File: src/design/msc_consts.vh
/*
 * Constants for the mode and system control block: register offsets,
 * field positions, reset values and settling-wait counts.
 * Assumes a 32-bit AXI4-Lite slave and a 125 MHz system clock.
 */
`ifndef MSC_CONSTS_VH
`define MSC_CONSTS_VH
`define MSC_OFS_MODE_STATUS 16'hFFF1
`define MSC_OFS_SYSCTRL 16'hFFF2
`define MSC_OFS_SLEEP_CTRL 16'hFFF4
`define MSC_ADDR_MODE_STATUS 18'h3FFC4
`define MSC_ADDR_SYSCTRL 18'h3FFC8
`define MSC_ADDR_SLEEP_CTRL 18'h3FFD0
`define MSC_SYSCTRL_RESET 8'h0B
`define MSC_MODE_STATUS_FIXED 8'hC0
`define MSC_BIT_STANDBY 7
`define MSC_BIT_WAIT_HI 6
`define MSC_BIT_WAIT_LO 4
`define MSC_BIT_USER_EN 3
`define MSC_BIT_EDGE 2
`define MSC_BIT_RSVD 1
`define MSC_BIT_RAM_EN 0
`define MSC_WAIT_0 19'h02000
`define MSC_WAIT_1 19'h04000
`define MSC_WAIT_2 19'h08000
`define MSC_WAIT_3 19'h10000
`define MSC_WAIT_4 19'h20000
`define MSC_WAIT_5 19'h40000
`define MSC_WAIT_6 19'h00400
`define MSC_RESP_OKAY 2'h0
`define MSC_RESP_SLVERR 2'h2
`endif

File: src/design/msc_mode_decode.v
/*
 * Mode decode: turns the three synchronised mode pin levels and the area
 * width settings into mode number, address size, rom/ram use and bus width.
 * Assumes the pins are already synchronised to clk.
 */
`timescale 1ns/1ns
`default_nettype none
module msc_mode_decode (
  input wire [2:0] mode_code, // synchronised mode pin levels
  input wire ram_enable, // ram enable bit of system control
  input wire [7:0] area_width_config, // 1 per area means 16-bit access
  output reg [2:0] mode_num, // 1..7, 0 for undefined strap
  output reg mode_valid, // strap is one of the seven modes
  output reg addr_16m, // 16 Mbyte address space
  output reg rom_enabled, // on-chip rom visible
  output reg ext_bus_en, // external bus allowed
  output reg init_bus16, // initial bus width is 16 bits
  output reg bus16_now, // present external data bus width 16 bits
  output reg ram_on // on-chip ram answers its range
);
  always @* begin
    mode_num = mode_code;
    mode_valid = (mode_code != 3'h0);
    addr_16m = (mode_code == 3'h3) || (mode_code == 3'h4) || (mode_code == 3'h6);
    ext_bus_en = mode_valid && (mode_code != 3'h7);
    rom_enabled = (mode_code >= 3'h5);
    init_bus16 = (mode_code == 3'h2) || (mode_code == 3'h4);
    bus16_now = ext_bus_en && (area_width_config != 8'h00);
    ram_on = ram_enable || (mode_code == 3'h7);
  end
endmodule
`default_nettype wire

File: src/design/msc_top.v
/*
 * Mode and system control register bank with AXI4-Lite slave, standby
 * settling-wait counter, priority interrupt edge detect and exception
 * flag helper.
 * Assumes the mode straps are static pins and the cpu supplies sleep and
 * exception strobes on clk.
 */
`timescale 1ns/1ns
`default_nettype none
`include "msc_consts.vh"
module msc_top #(
  parameter FLASH_BOOT_VARIANT = 0, // 1 on the single-supply flash part
  parameter WAIT_SCALE = 1 // divide settling counts for simulation
) (
  input wire clk, // system clock 125 MHz
  input wire rst, // async reset, active high
  input wire [2:0] mode_select_pins, // board straps
  input wire boot_mode, // flash boot mode level (pin)
  input wire priority_irq_pin, // priority interrupt pin
  input wire sleep_req, // cpu executed sleep, one-cycle pulse
  input wire wake_irq, // external interrupt wake, one-cycle pulse
  input wire exc_entry, // cpu begins interrupt/trap handling, pulse
  input wire [7:0] area_width_config, // area width bits from bus controller
  input wire [17:0] s_axi_awaddr, // write address
  input wire s_axi_awvalid, // write address valid
  output wire s_axi_awready, // write address ready
  input wire [31:0] s_axi_wdata, // write data
  input wire [3:0] s_axi_wstrb, // write strobes
  input wire s_axi_wvalid, // write data valid
  output wire s_axi_wready, // write data ready
  output reg [1:0] s_axi_bresp, // write response
  output reg s_axi_bvalid, // write response valid
  input wire s_axi_bready, // write response ready
  input wire [17:0] s_axi_araddr, // read address
  input wire s_axi_arvalid, // read address valid
  output wire s_axi_arready, // read address ready
  output reg [31:0] s_axi_rdata, // read data
  output reg [1:0] s_axi_rresp, // read response
  output reg s_axi_rvalid, // read data valid
  input wire s_axi_rready, // read data ready
  output wire [2:0] mode_num, // decoded mode
  output wire mode_valid, // strap legal
  output wire addr_16m, // 16 Mbyte address space
  output wire rom_enabled, // on-chip rom enabled
  output wire ext_bus_en, // external bus allowed
  output wire init_bus16, // initial bus 16 bits
  output wire bus16_now, // bus 16 bits now
  output wire ram_on, // on-chip ram active
  output reg sleep_active, // in sleep mode
  output reg standby_active, // in software standby
  output reg settling, // oscillator settling wait running
  output reg priority_irq_req, // pulse on selected edge
  output reg set_irq_mask, // pulse: set interrupt mask on exception
  output reg set_user_mask_flag, // pulse: also set user mask flag
  output wire user_mask_is_mask // user_mask_flag acts as interrupt mask
);
  ////////////////////////////////////////////////////////////////////////
  // pin synchronisers: change counts once stages two and three agree
  reg [2:0] mode_s1_reg, mode_s2_reg, mode_s3_reg, mode_stable_reg;
  reg [2:0] nmi_sync_reg;
  reg [2:0] boot_sync_reg;
  reg nmi_level_reg;
  reg boot_level_reg;
  always @(posedge clk or posedge rst) begin
    if (rst) begin
      mode_s1_reg <= 3'h0;
      mode_s2_reg <= 3'h0;
      mode_s3_reg <= 3'h0;
      mode_stable_reg <= 3'h0;
      nmi_sync_reg <= 3'h7;
      boot_sync_reg <= 3'h0;
      nmi_level_reg <= 1'b1;
      boot_level_reg <= 1'b0;
    end else begin
      mode_s1_reg <= mode_select_pins;
      mode_s2_reg <= mode_s1_reg;
      mode_s3_reg <= mode_s2_reg;
      if (mode_s2_reg == mode_s3_reg) begin
        mode_stable_reg <= mode_s3_reg;
      end
      nmi_sync_reg <= {nmi_sync_reg[1:0], priority_irq_pin};
      if (nmi_sync_reg[1] == nmi_sync_reg[2]) begin
        nmi_level_reg <= nmi_sync_reg[2];
      end
      boot_sync_reg <= {boot_sync_reg[1:0], boot_mode};
      if (boot_sync_reg[1] == boot_sync_reg[2]) begin
        boot_level_reg <= boot_sync_reg[2];
      end
    end
  end

  ////////////////////////////////////////////////////////////////////////
  // system control fields
  reg standby_select_reg;
  reg [2:0] settling_wait_field_reg;
  reg user_bit_enable_reg;
  reg priority_irq_edge_select_reg;
  reg ram_enable_reg;
  wire [7:0] sysctrl_value;
  assign sysctrl_value = {standby_select_reg, settling_wait_field_reg, user_bit_enable_reg,
    priority_irq_edge_select_reg, 1'b1, ram_enable_reg};
  assign user_mask_is_mask = ~user_bit_enable_reg;

  msc_mode_decode u_dec (
    .mode_code(mode_stable_reg),
    .ram_enable(ram_enable_reg),
    .area_width_config(area_width_config),
    .mode_num(mode_num),
    .mode_valid(mode_valid),
    .addr_16m(addr_16m),
    .rom_enabled(rom_enabled),
    .ext_bus_en(ext_bus_en),
    .init_bus16(init_bus16),
    .bus16_now(bus16_now),
    .ram_on(ram_on)
  );

  ////////////////////////////////////////////////////////////////////////
  // axi4-lite write channel: address and data taken in either order
  reg aw_held_reg, w_held_reg;
  reg [17:0] aw_addr_reg;
  reg [31:0] w_data_reg;
  reg [3:0] w_strb_reg;
  wire aw_take, w_take, wr_go;
  assign s_axi_awready = ~aw_held_reg & ~s_axi_bvalid;
  assign s_axi_wready = ~w_held_reg & ~s_axi_bvalid;
  assign aw_take = s_axi_awvalid & s_axi_awready;
  assign w_take = s_axi_wvalid & s_axi_wready;
  assign wr_go = aw_held_reg & w_held_reg;
  wire wr_sys;
  wire [17:0] wr_word;
  assign wr_word = {aw_addr_reg[17:2], 2'b00};
  assign wr_sys = wr_go && (wr_word == `MSC_ADDR_SYSCTRL) && w_strb_reg[0];
  // power status word is read-only: a write to it only earns an okay response
  wire wr_known;
  assign wr_known = (wr_word == `MSC_ADDR_SYSCTRL) || (wr_word == `MSC_ADDR_MODE_STATUS)
    || (wr_word == `MSC_ADDR_SLEEP_CTRL);

  always @(posedge clk or posedge rst) begin
    if (rst) begin
      aw_held_reg <= 1'b0;
      w_held_reg <= 1'b0;
      aw_addr_reg <= 18'h00000;
      w_data_reg <= 32'h00000000;
      w_strb_reg <= 4'h0;
      s_axi_bvalid <= 1'b0;
      s_axi_bresp <= `MSC_RESP_OKAY;
    end else begin
      if (aw_take) begin
        aw_held_reg <= 1'b1;
        aw_addr_reg <= s_axi_awaddr;
      end
      if (w_take) begin
        w_held_reg <= 1'b1;
        w_data_reg <= s_axi_wdata;
        w_strb_reg <= s_axi_wstrb;
      end
      if (wr_go) begin
        aw_held_reg <= 1'b0;
        w_held_reg <= 1'b0;
        s_axi_bvalid <= 1'b1;
        // mode status write is accepted but has no effect
        s_axi_bresp <= wr_known ? `MSC_RESP_OKAY : `MSC_RESP_SLVERR;
      end else if (s_axi_bvalid && s_axi_bready) begin
        s_axi_bvalid <= 1'b0;
      end
    end
  end

  ////////////////////////////////////////////////////////////////////////
  // register writes and power-down control
  reg [18:0] wait_cnt_reg;
  reg [18:0] wait_load;
  always @* begin
    case (settling_wait_field_reg)
      3'h0: wait_load = `MSC_WAIT_0;
      3'h1: wait_load = `MSC_WAIT_1;
      3'h2: wait_load = `MSC_WAIT_2;
      3'h3: wait_load = `MSC_WAIT_3;
      3'h4: wait_load = `MSC_WAIT_4;
      3'h5: wait_load = `MSC_WAIT_5;
      3'h6: wait_load = `MSC_WAIT_6;
      default: wait_load = `MSC_WAIT_5; // illegal code: longest legal wait, still ends
    endcase
  end
  wire [31:0] wait_div;
  wire [18:0] wait_scaled;
  assign wait_div = {13'h0000, wait_load} / WAIT_SCALE;
  assign wait_scaled = wait_div[18:0];

  always @(posedge clk or posedge rst) begin
    if (rst) begin
      standby_select_reg <= 1'b0;
      settling_wait_field_reg <= 3'h0;
      user_bit_enable_reg <= 1'b1;
      priority_irq_edge_select_reg <= 1'b0;
      ram_enable_reg <= 1'b1;
      sleep_active <= 1'b0;
      standby_active <= 1'b0;
      settling <= 1'b0;
      wait_cnt_reg <= 19'h00000;
    end else begin
      if (wr_sys) begin
        // bit 1 is never stored, so it keeps reading 1
        standby_select_reg <= w_data_reg[`MSC_BIT_STANDBY];
        settling_wait_field_reg <= w_data_reg[`MSC_BIT_WAIT_HI:`MSC_BIT_WAIT_LO];
        user_bit_enable_reg <= w_data_reg[`MSC_BIT_USER_EN];
        priority_irq_edge_select_reg <= w_data_reg[`MSC_BIT_EDGE];
        ram_enable_reg <= w_data_reg[`MSC_BIT_RAM_EN];
      end
      // standby entry and exit leave ram_enable and standby_select alone
      if (sleep_req && !sleep_active && !standby_active && !settling) begin
        if (standby_select_reg) begin
          standby_active <= 1'b1;
        end else begin
          sleep_active <= 1'b1;
        end
      end else if (wake_irq && sleep_active) begin
        sleep_active <= 1'b0;
      end else if (wake_irq && standby_active) begin
        standby_active <= 1'b0;
        settling <= 1'b1;
        wait_cnt_reg <= (wait_scaled == 19'h00000) ? 19'h00001 : wait_scaled;
      end else if (settling) begin
        wait_cnt_reg <= wait_cnt_reg - 19'h00001;
        if (wait_cnt_reg == 19'h00001) begin
          settling <= 1'b0;
        end
      end
    end
  end

  ////////////////////////////////////////////////////////////////////////
  // priority interrupt edge and exception flag strobes
  reg nmi_prev_reg;
  always @(posedge clk or posedge rst) begin
    if (rst) begin
      nmi_prev_reg <= 1'b1;
      priority_irq_req <= 1'b0;
      set_irq_mask <= 1'b0;
      set_user_mask_flag <= 1'b0;
    end else begin
      nmi_prev_reg <= nmi_level_reg;
      priority_irq_req <= priority_irq_edge_select_reg ? (nmi_level_reg & ~nmi_prev_reg)
        : (~nmi_level_reg & nmi_prev_reg);
      set_irq_mask <= exc_entry;
      set_user_mask_flag <= exc_entry & ~user_bit_enable_reg;
    end
  end

  ////////////////////////////////////////////////////////////////////////
  // axi4-lite read channel; mode pins latched when status is read
  wire [17:0] rd_word;
  wire [7:0] mode_status_value;
  wire status_top;
  assign s_axi_arready = ~s_axi_rvalid;
  assign rd_word = {s_axi_araddr[17:2], 2'b00};
  // stable straps are assumed; a changing strap shows its latest agreed level
  assign status_top = (FLASH_BOOT_VARIANT != 0 && boot_level_reg) ? ~mode_stable_reg[2]
    : mode_stable_reg[2];
  assign mode_status_value = `MSC_MODE_STATUS_FIXED
    | {5'h00, status_top, mode_stable_reg[1:0]};
  always @(posedge clk or posedge rst) begin
    if (rst) begin
      s_axi_rvalid <= 1'b0;
      s_axi_rdata <= 32'h00000000;
      s_axi_rresp <= `MSC_RESP_OKAY;
    end else if (s_axi_arvalid && s_axi_arready) begin
      s_axi_rvalid <= 1'b1;
      s_axi_rresp <= `MSC_RESP_OKAY;
      if (rd_word == `MSC_ADDR_MODE_STATUS) begin
        s_axi_rdata <= {24'h000000, mode_status_value};
      end else if (rd_word == `MSC_ADDR_SYSCTRL) begin
        s_axi_rdata <= {24'h000000, sysctrl_value};
      end else if (rd_word == `MSC_ADDR_SLEEP_CTRL) begin
        s_axi_rdata <= {29'h00000000, settling, standby_active, sleep_active};
      end else begin
        s_axi_rdata <= 32'h00000000;
        s_axi_rresp <= `MSC_RESP_SLVERR;
      end
    end else if (s_axi_rvalid && s_axi_rready) begin
      s_axi_rvalid <= 1'b0;
    end
  end
endmodule
`default_nettype wire

File: config.mk
export PLATFORM = sky130hd
export DESIGN_NAME = msc_top
export DESIGN_NICKNAME = d
export VERILOG_FILES = /design/src/design/msc_mode_decode.v /design/src/design/msc_top.v
export VERILOG_INCLUDE_DIRS = /design/src /design/src/design
export SDC_FILE = /design/constraint.sdc
export NUM_CORES = 1
export LEC_CHECK = 0
export ABC_AREA = 1
export BUFFER_PORTS_ARGS = -buffer_cell sky130_fd_sc_hd__buf_2
export CAP_MARGIN = 0
export CORE_MARGIN = 10
export CORE_UTILIZATION = 30
export CTS_CLUSTER_DIAMETER = 50
export DETAILED_ROUTE_END_ITERATION = 10
export PLACE_DENSITY = 0.62
export SLEW_MARGIN = 0
export SYNTH_ARGS = -nofsm -noshare
export SYNTH_HDL_FRONTEND = slang
export SYNTH_SLANG_ARGS = --single-unit
File: constraint.sdc
create_clock -name clk -period 4.4 [get_ports clk]
set_input_delay 0 -clock clk [delete_from_list [all_inputs] [get_ports clk]]
set_output_delay 0 -clock clk [all_outputs]
set_load 0.1 [all_outputs]
==> results of run 1 <==
==> routing by layer <==
layer	GRT usage	wire length (µm)	part of all wire
met5	0	0	0
met4	0.0390	148	0.014
met1	0.123	4460	0.43
met3	0.0363	779	0.074
met2	0.182	5080	0.49
==> final timing paths <==
| kind | from | end |
|---|---|---|
| max in group asynchronous | rst | wait_cnt_reg[4] |
| min in group asynchronous | rst | set_irq_mask |
| max | standby_active | wait_cnt_reg[15] |
| max reg2reg | standby_active | wait_cnt_reg[15] |
| min | sleep_req | sleep_active |
| min reg2reg | mode_s1_reg[1] | mode_s2_reg[1] |
==> layout by cell type (no fill, tap or decap), drive strengths merged, types with 2 or more instances in the layout <==
| cell type | count |
|---|---|
| o21ai | 25 |
| nand2 | 101 |
| clkbuf | 10 |
| mux2 | 14 |
| nor3 | 6 |
| nor4 | 3 |
| bufinv | 3 |
| dfrtp | 80 |
| clkinv | 2 |
| ha | 2 |
| buf | 94 |
| dfstp | 7 |
| or2 | 4 |
| xor2 | 3 |
| nand4 | 14 |
| o211ai | 2 |
| conb | 26 |
| nor2 | 69 |
| dlygate4sd3 | 33 |
| nand3 | 30 |
| o31ai | 4 |
| inv | 58 |
| a21oi | 26 |
==> through the flow <==
step	cells	power (mW)
after global routing	803	3.75
after global placement	754	2.58
after floorplan	514	2.37
after detailed placement	754	2.62
final	803	3.52
after CTS	803	3.55
==> final cells by class <==
type,instances,share of cell area
clock inverter,6,0.0210
inverter,58,0.0399
timing repair buffer,127,0.147
multi-input combinational,335,0.309
clock buffer,10,0.0436
tap,180,0.0411
sequential,87,0.399
==> logic make-up (layout without fill, tap and decap cells) <==
logic type	Yosys count	count (layout)	share of synthesized area
multiplexers	14	14	0.0372
AND/OR/NAND/NOR	229	229	0.244
adder cells (fa/ha/maj)	3	3	0.00826
XOR/XNOR	3	3	0.00620
flip-flops	87	87	0.516
buffers and inverters	92	201	0.107
other	1	26	0.000885
AO/OA/AOI/OAI	60	60	0.0809
==> timing repair <==
action	4_1_cts	5_1_grt
gates resized for setup	0	0
hold buffers	33	0
hold endpoints to repair	67	0
buffers inserted	0	0
==> report_power, final <==
part	leakage [nW]	internal, mW	switching, mW	total [mW]
clock	0.169	0.573	0.324	0.897
combinational	1.55	0.363	1.05	1.41
sequential	1.05	1.04	0.179	1.22
total	2.77	1.97	1.55	3.52
==> worst max-delay path, cell delays in order, from the launching register on <==
cell	delay, ns
dfrtp_1	0.40
nand2_2	0.22
nor2_1	0.56
inv_1	0.34
nand2_1	0.12
o21bai_1	0.12
nand2_1	0.07
==> results.json, run 1 <==
{
  "avgSynthCellArea_um2": 8.67,
  "worst_slack_ns": 2.45,
  "clkTransAtPathRegs_ns": 0.07,
  "leakagePower_nw": 2.77,
  "largest_reg_flops": 19,
  "initial_core_util": 0.305,
  "finalCritPeriodShare": 0.442,
  "fin_area_um2": 5480,
  "grt_remaining_overflow": 0,
  "holdWs_ns": 0.0469,
  "cts-root-buf": "clkbuf_16",
  "finalWeightedCongestion": 0.822,
  "yosys_register_bits": 87,
  "hp-class": "in -> reg",
  "utilization": 0.395,
  "die_h_um": 139,
  "synth_top_area_share": 0.472,
  "fmax_mhz": 514,
  "vias": 3586,
  "rows": 43,
  "cts_tree": "done",
  "antenna_found_initial": 0,
  "grt_pass1_vias": 3690,
  "powerDensity_nw_per_um2": 643,
  "rsz0062_at_grt": "false",
  "cts.path.max_buffers": 2,
  "synth_edf_count": 0,
  "synthArstFlopShare": 1.00,
  "multi_input_area_um2": 1690,
  "synth_area_leaders": "dfrtp_1, nand2_1, nor2_1",
  "synth.largest_area_cell": "dfrtp_1",
  "area_delta_synth_final_pct": 29.3,
  "vdd_ir_drop_max_uv": 608,
  "r2r_slack_ns": 2.45,
  "holdPathStages": 5,
  "finalNetCount": 715,
  "synthesis.area_um2": 4240,
  "cts_sinks": 87,
  "grt_first_pass_wirelength_um": 17600,
  "drv_cap": 0,
  "synth-main-ff-cell": "dfrtp_1",
  "synth.most_common_cell": "nand2_1",
  "synthTopCellsByCount": "nand2_1, dfrtp_1, nor2_1, inv_1, nand3_1",
  "grt.total_usage": 0.107,
  "dp_hpwl_um": 7750,
  "crit_path_start_kind": "flip-flop",
  "ios": 153,
  "hold_viol_final": 0,
  "nFillCells": 1414,
  "setup_viol": 0,
  "drc": 0,
  "port_buffers": 93,
  "finalWirelength_um": 10500,
  "dieArea_um2": 19300,
  "slew_violations": 0,
  "cts-htree-levels": 3,
  "insertedDiodeCount": 0,
  "cp.required_ns": 4.63,
  "tightest_slew_ns": 0.736,
  "synth_warnings": 0,
  "path_class": "reg -> reg",
  "seqCellArea_um2": 2190,
  "vias_per_cell": 4.47,
  "first_pass_iters": 4,
  "postRouteAntennaNets": 0,
  "status": "finished, final reports clean",
  "slew_headroom": 0.508,
  "fp.dieW_um": 139,
  "fin_skew_ns": 0.00870,
  "coreArea_um2": 13900,
  "cp-end-kind": "flip-flop",
  "synth.distinct_cells": 36,
  "pre_cts_slack_ns": 2.45,
  "insertion_delay_ns": 0.34,
  "drive_gt1_frac": 0.249,
  "crit_fanout": 14,
  "numCtsBuffers": 9,
  "netlist_instances": 489,
  "seq_area_frac_synth": 0.516,
  "worst_ep_arrival_time_ns": 2.18,
  "drt_iter0_markers": 99,
  "reg2regPathDepth": 6,
  "fin_crit_ns": 1.95,
  "setup-tns-final_ns": 0,
  "place_area_um2": 4800,
  "wl_per_cell_um": 13.0,
  "grt_max_degree": 52
}
No activity file was read; power rests on OpenSTA's default activity.
==> inputs of run 2 (changes only) <==
Settings changed: ABC_AREA 1 to 0.
Clock period 4.4 ns to 1.9 ns, I/O delays scaled along.
==> run 2 against run 1 <==
Clock skew grew 0.0022 ns; cell area grew 3.7%; routed wire length grew 3.5%; sequential share of layout area shrank 1.2 points; critical path depth is the same; sequential power grew 100%; cell count shrank 13%; worst setup slack lost 2.3 ns; clock power grew 120%; highest routed layer is now met5; total power grew 100%; worst hold slack lost 0.015 ns; utilization grew 3.3 points.
==> results.json, run 2 <==
{
  "status": "finished, final reports clean",
  "slew_headroom": 0.611,
  "coreArea_um2": 13300,
  "synth_warnings": 0,
  "area_delta_synth_final_pct": 38.9,
  "synth_edf_count": 0,
  "rows": 42,
  "setup_viol": 0,
  "crit_fanout": 4,
  "avgSynthCellArea_um2": 11.2,
  "yosys_register_bits": 87,
  "insertedDiodeCount": 0,
  "synth.most_common_cell": "dfrtp_1",
  "drive_gt1_frac": 0.378,
  "fin_crit_ns": 1.79,
  "dp.cells": 647,
  "die_h_um": 137,
  "dp_hpwl_um": 8020,
  "grt_pass1_vias": 3524,
  "synth_top_area_share": 0.489,
  "insertion_delay_ns": 0.33,
  "cp_num_buf_inv": 1,
  "path_class": "reg -> reg",
  "final_common_cell": "buf_2",
  "finalNonFillerCells": 700,
  "grt.total_usage": 0.113,
  "hp-class": "in -> reg",
  "drc": 0,
  "finalNetCount": 616,
  "powerDensity_nw_per_um2": 1240,
  "grt_first_pass_wirelength_um": 17400,
  "wl_per_cell_um": 15.5,
  "mostFrequentLayoutCells": "buf_2, dfrtp_1, dlygate4sd3_1",
  "vias_per_cell": 4.76,
  "postRouteAntennaNets": 0,
  "seq_area_frac_synth": 0.534,
  "clkTransAtPathRegs_ns": 0.07,
  "vdd_ir_drop_max_uv": 1420,
  "drt_iter0_markers": 113,
  "worst_path_largest_cell_delay_ns": 0.50,
  "finalCritPeriodShare": 0.943,
  "seqCellArea_um2": 2200,
  "synthTopCellsByCount": "dfrtp_1, mux2_2, buf_4, nor2_1, nand2_1",
  "grt_remaining_overflow": 0,
  "cts-htree-levels": 3,
  "synthesis.area_um2": 4090,
  "vias": 3331,
  "leakagePower_nw": 2.69,
  "worst_ep_arrival_time_ns": 2.05,
  "synth.largest_area_cell": "dfrtp_1",
  "dieArea_um2": 18700,
  "finalWeightedCongestion": 0.844,
  "fin_skew_ns": 0.0109,
  "crit_path_start_kind": "flip-flop",
  "cts.path.max_buffers": 2,
  "cp-end-kind": "flip-flop",
  "multi_input_area_um2": 1880,
  "drv_cap": 0,
  "fp.dieW_um": 137,
  "hold_viol_final": 0,
  "synth_area_leaders": "dfrtp_1, mux2_2, buf_4",
  "cts-root-buf": "clkbuf_16",
  "cts_tree": "done",
  "pre_cts_slack_ns": 0.125,
  "cts_sinks": 87,
  "crit_family": "simple AND/OR/NAND/NOR gates",
  "synthArstFlopShare": 1.00,
  "worst_slack_ns": 0.108,
  "first_pass_iters": 4,
  "synth-main-ff-cell": "dfrtp_1",
  "initial_core_util": 0.308,
  "cp.required_ns": 2.16,
  "slew_violations": 0,
  "tightest_slew_ns": 0.578,
  "cp_cell_sequence": "inv_1, ha_1, nor3b_4, nand4_1, or4_1, a21oi_1",
  "finalWirelength_um": 10800,
  "antenna_found_initial": 1,
  "nFillCells": 1234,
  "largest_reg_flops": 19,
  "cp_slowest_cell": "or4_1",
  "fmax_mhz": 558,
  "grt_max_degree": 49,
  "synth.distinct_cells": 52,
  "ios": 153,
  "numCtsBuffers": 9,
  "netlist_instances": 365,
  "port_buffers": 93
}
==> run 2: worst reg2reg max path, cell delays in order (launching register included) <==
cell     delay, ns
dfrtp_1       0.39
inv_1         0.07
ha_1          0.18
nor3b_4       0.26
nand4_1       0.18
or4_1         0.50
a21oi_1       0.15
==> run 2: final timing paths <==
kind / start / endpoint / slack, ns / cells after the start
max: wait_cnt_reg[1] / wait_cnt_reg[12] / 0.11 / 6
min: s_axi_arvalid / s_axi_rvalid / 0.03 / 3
max reg2reg: wait_cnt_reg[1] / wait_cnt_reg[12] / 0.11 / 6
min reg2reg: mode_s1_reg[1] / mode_s2_reg[1] / 0.35 / 0
max in group asynchronous: rst / nmi_prev_reg / 1.02 / 4
min in group asynchronous: rst / aw_addr_reg[8] / 0.20 / 3
==> run 2: per-stage QoR <==
stage                     hold slack [ns]  instance area, µm²  setup TNS, ns  utilization  power, mW
after floorplan                   0.00448                4390          -5.46            -       4.69
after global placement            0.00141                4980              0        0.375       5.00
after detailed placement           0.0105                4980              0        0.375       5.06
after CTS                          0.0204                5650              0        0.425       7.07
after global routing               0.0433                5690        -0.0374        0.428       7.35
final                              0.0315                5690              0        0.428       7.04
==> run 2: cell type report <==
| cell class | instances | area share |
|---|---|---|
| timing repair buffer | 152 | 0.176 |
| clock buffer | 10 | 0.0420 |
| inverter | 10 | 0.00792 |
| sequential | 87 | 0.387 |
| clock inverter | 6 | 0.0172 |
| multi-input combinational | 259 | 0.331 |
| tap | 176 | 0.0387 |
==> run 2: logic make-up after synthesis <==
kind of cell,Yosys count,share of synthesized area
DFF,87,0.534
xor gates and xnor gates,10,0.0214
other,1,0.000916
muxes,34,0.0932
AOI/OAI and AO/OA,61,0.102
buffers and inverters,44,0.0651
and+or+nand+nor,125,0.175
adders and majority gates,3,0.00856
==> run 2: power breakdown <==
part | leakage, nW | switching (mW) | internal, mW
registers | 1.08 | 0.273 | 2.23
logic | 1.45 | 1.66 | 0.912
clock network | 0.166 | 0.760 | 1.21
==> run 2: per-layer routing <==
| layer | vias to the layer above | wire, µm | global-route usage |
|---|---|---|---|
| met4 | 2 | 104 | 0.0363 |
| met3 | 13 | 773 | 0.0319 |
| met5 | - | 10 | 0 |
| met2 | 98 | 5410 | 0.192 |
| met1 | 1622 | 4540 | 0.134 |
| li1 | 1596 | - | - |
==> run 2: repair_timing <==
action                                  4_1_cts  5_1_grt
endpoints found under the hold margin        48        0
buffers inserted                              0        4
gates resized for setup                       0        1
endpoints found under the setup margin        0        2
hold buffers                                 33        0
==> inputs of run 3 (changes only) <==
Settings changed: CELL_PAD_IN_SITES_DETAIL_PLACEMENT from default to 2, CELL_PAD_IN_SITES_GLOBAL_PLACEMENT from default to 2, CTS_BUF_LIST from default to sky130_fd_sc_hd__clkbuf_4 sky130_fd_sc_hd__clkbuf_8 sky130_fd_sc_hd__clkbuf_16, PLACE_DENSITY 0.62 to 0.89.
==> run 3 against run 2 <==
Routed wire length increased by 49%; combinational power increased by 6%; cell count decreased by 0.43%; cell area increased by 0.26%; utilization increased by 0.11 points; via count increased by 6.2%; count of clock-buffer cells in the layout decreased by 1; critical path depth unchanged; flip-flop and latch count unchanged; the flow now finishes with violations (negative setup slack); sequential power increased by 3%.
==> results.json, run 3 (synthesized netlist as in run 2, its figures left out) <==
{
  "status": "finished, violations left",
  "failed_checks": "negative setup slack",
  "port_buffers": 93,
  "largest_reg_flops": 19,
  "r2r_slack_ns": -0.13,
  "vdd_ir_drop_max_uv": 1140,
  "multi_input_area_um2": 1970,
  "grt.total_usage": 0.165,
  "insertion_delay_ns": 0.36,
  "grt_pass1_vias": 4032,
  "cp.required_ns": 2.11,
  "holdWs_ns": 0.00151,
  "ios": 153,
  "seqCellArea_um2": 2200,
  "drc": 0,
  "place_area_um2": 4930,
  "hold_viol_final": 0,
  "finalWeightedCongestion": 0.845,
  "hp-class": "in -> reg",
  "setup_viol": 3,
  "worst_ep_arrival_time_ns": 2.24,
  "numCtsBuffers": 9,
  "holdPathStages": 3,
  "cts_sinks": 87,
  "drive_gt1_frac": 0.400,
  "coreArea_um2": 13300,
  "rows": 42,
  "rsz0062_at_grt": "true",
  "area_delta_synth_final_pct": 39.3,
  "nFillCells": 1385,
  "tightest_slew_ns": 0.601,
  "min_to": "s_axi_rvalid",
  "leakagePower_nw": 2.66,
  "drv_cap": 0,
  "mostFrequentLayoutCells": "buf_2, dfrtp_1, dlygate4sd3_1",
  "fp.dieW_um": 137,
  "antenna_found_initial": 1,
  "cts.path.max_buffers": 2,
  "slew_headroom": 0.598,
  "path_class": "reg -> reg",
  "setup-tns-final_ns": -0.184,
  "dp_hpwl_um": 10100,
  "grt_max_degree": 35,
  "hp-start": "s_axi_arvalid",
  "slew_violations": 0,
  "finalWirelength_um": 16100,
  "wl_per_cell_um": 23.1,
  "grt_remaining_overflow": 0,
  "first_pass_iters": 4,
  "postRouteAntennaNets": 0,
  "cts-root-buf": "clkbuf_16",
  "powerDensity_nw_per_um2": 1240,
  "grt_first_pass_wirelength_um": 24000,
  "vias": 3538,
  "fin_skew_ns": 0.00898,
  "worst_slack_ns": -0.134,
  "cp-end-kind": "flip-flop",
  "r2r-start": "wait_cnt_reg[0]",
  "reg2regPathDepth": 6,
  "clkTransAtPathRegs_ns": 0.07,
  "crit_fanout": 4,
  "crit_path_start_kind": "flip-flop",
  "finalNetCount": 612,
  "r2r-end": "wait_cnt_reg[18]",
  "initial_core_util": 0.308,
  "die_h_um": 137,
  "vias_per_cell": 5.08,
  "final_common_cell": "buf_2",
  "fin_area_um2": 5700,
  "fin_total_pwr_mw": 7.07,
  "fmax_mhz": 492,
  "dieArea_um2": 18700,
  "cts_tree": "done",
  "fin_crit_ns": 2.03,
  "finalCritPeriodShare": 1.07,
  "drt_iter0_markers": 123,
  "cts-htree-levels": 3
}
==> run 3: worst max path at each step <==
stage	from	end	cells after the start
5_1_grt	wait_cnt_reg[0]	wait_cnt_reg[18]	6
3_3_place_gp	wait_cnt_reg[1]	wait_cnt_reg[18]	6
6_report	wait_cnt_reg[0]	wait_cnt_reg[18]	6
4_1_cts	wait_cnt_reg[0]	wait_cnt_reg[18]	6
2_1_floorplan	mode_stable_reg[1]	bus16_now	5
3_5_place_dp	wait_cnt_reg[1]	wait_cnt_reg[18]	6
==> run 3: layout make-up <==
class                   instances  share of cell area
multi-input cells             259               0.345
clock inverters                 7              0.0114
inverters                      10             0.00790
flip-flops and latches         87               0.386
repair buffers                148               0.171
well taps                     176              0.0386
clock buffers                   9              0.0395
diodes                          1            0.000439
==> run 3: stage by stage <==
stage / cells / utilization / setup slack (ns)
global route: 697 / 0.429 / -0.114
finish: 697 / 0.429 / -0.134
detailed placement: 640 / 0.371 / -0.00271
floorplan: 390 / - / -0.506
global placement: 640 / 0.371 / 0.132
CTS: 690 / 0.419 / -0.0523
==> run 3: what timing repair did <==
item | in CTS | in global routing
hold buffers | 33 | 0
setup endpoints to repair | 11 | 9
hold endpoints to repair | 49 | 0
pin swaps | 0 | 5
setup buffers | 1 | 6
cloned | 0 | 0
gates resized for setup | 3 | 17
==> run 3: per-layer routing <==
metal / GRT usage / vias to the layer above / wire, µm
li1: - / 1584 / -
met1: 0.176 / 1842 / 5860
met2: 0.319 / 84 / 9180
met3: 0.0337 / 28 / 600
met4: 0.0486 / 0 / 472
met5: 0 / - / 0
==> run 3: worst max-delay path, cell delays in order (launching register included) <==
cell,delay (ns)
dfrtp_1,0.41
inv_2,0.11
ha_4,0.15
nor3b_4,0.27
nand4_1,0.25
o311ai_2,0.51
o311ai_4,0.18
==> run 3: report_power, final <==
| part | internal [mW] | switching (mW) |
|---|---|---|
| clock | 0.915 | 0.857 |
| sequential | 2.23 | 0.347 |
| combinational | 0.917 | 1.80 |
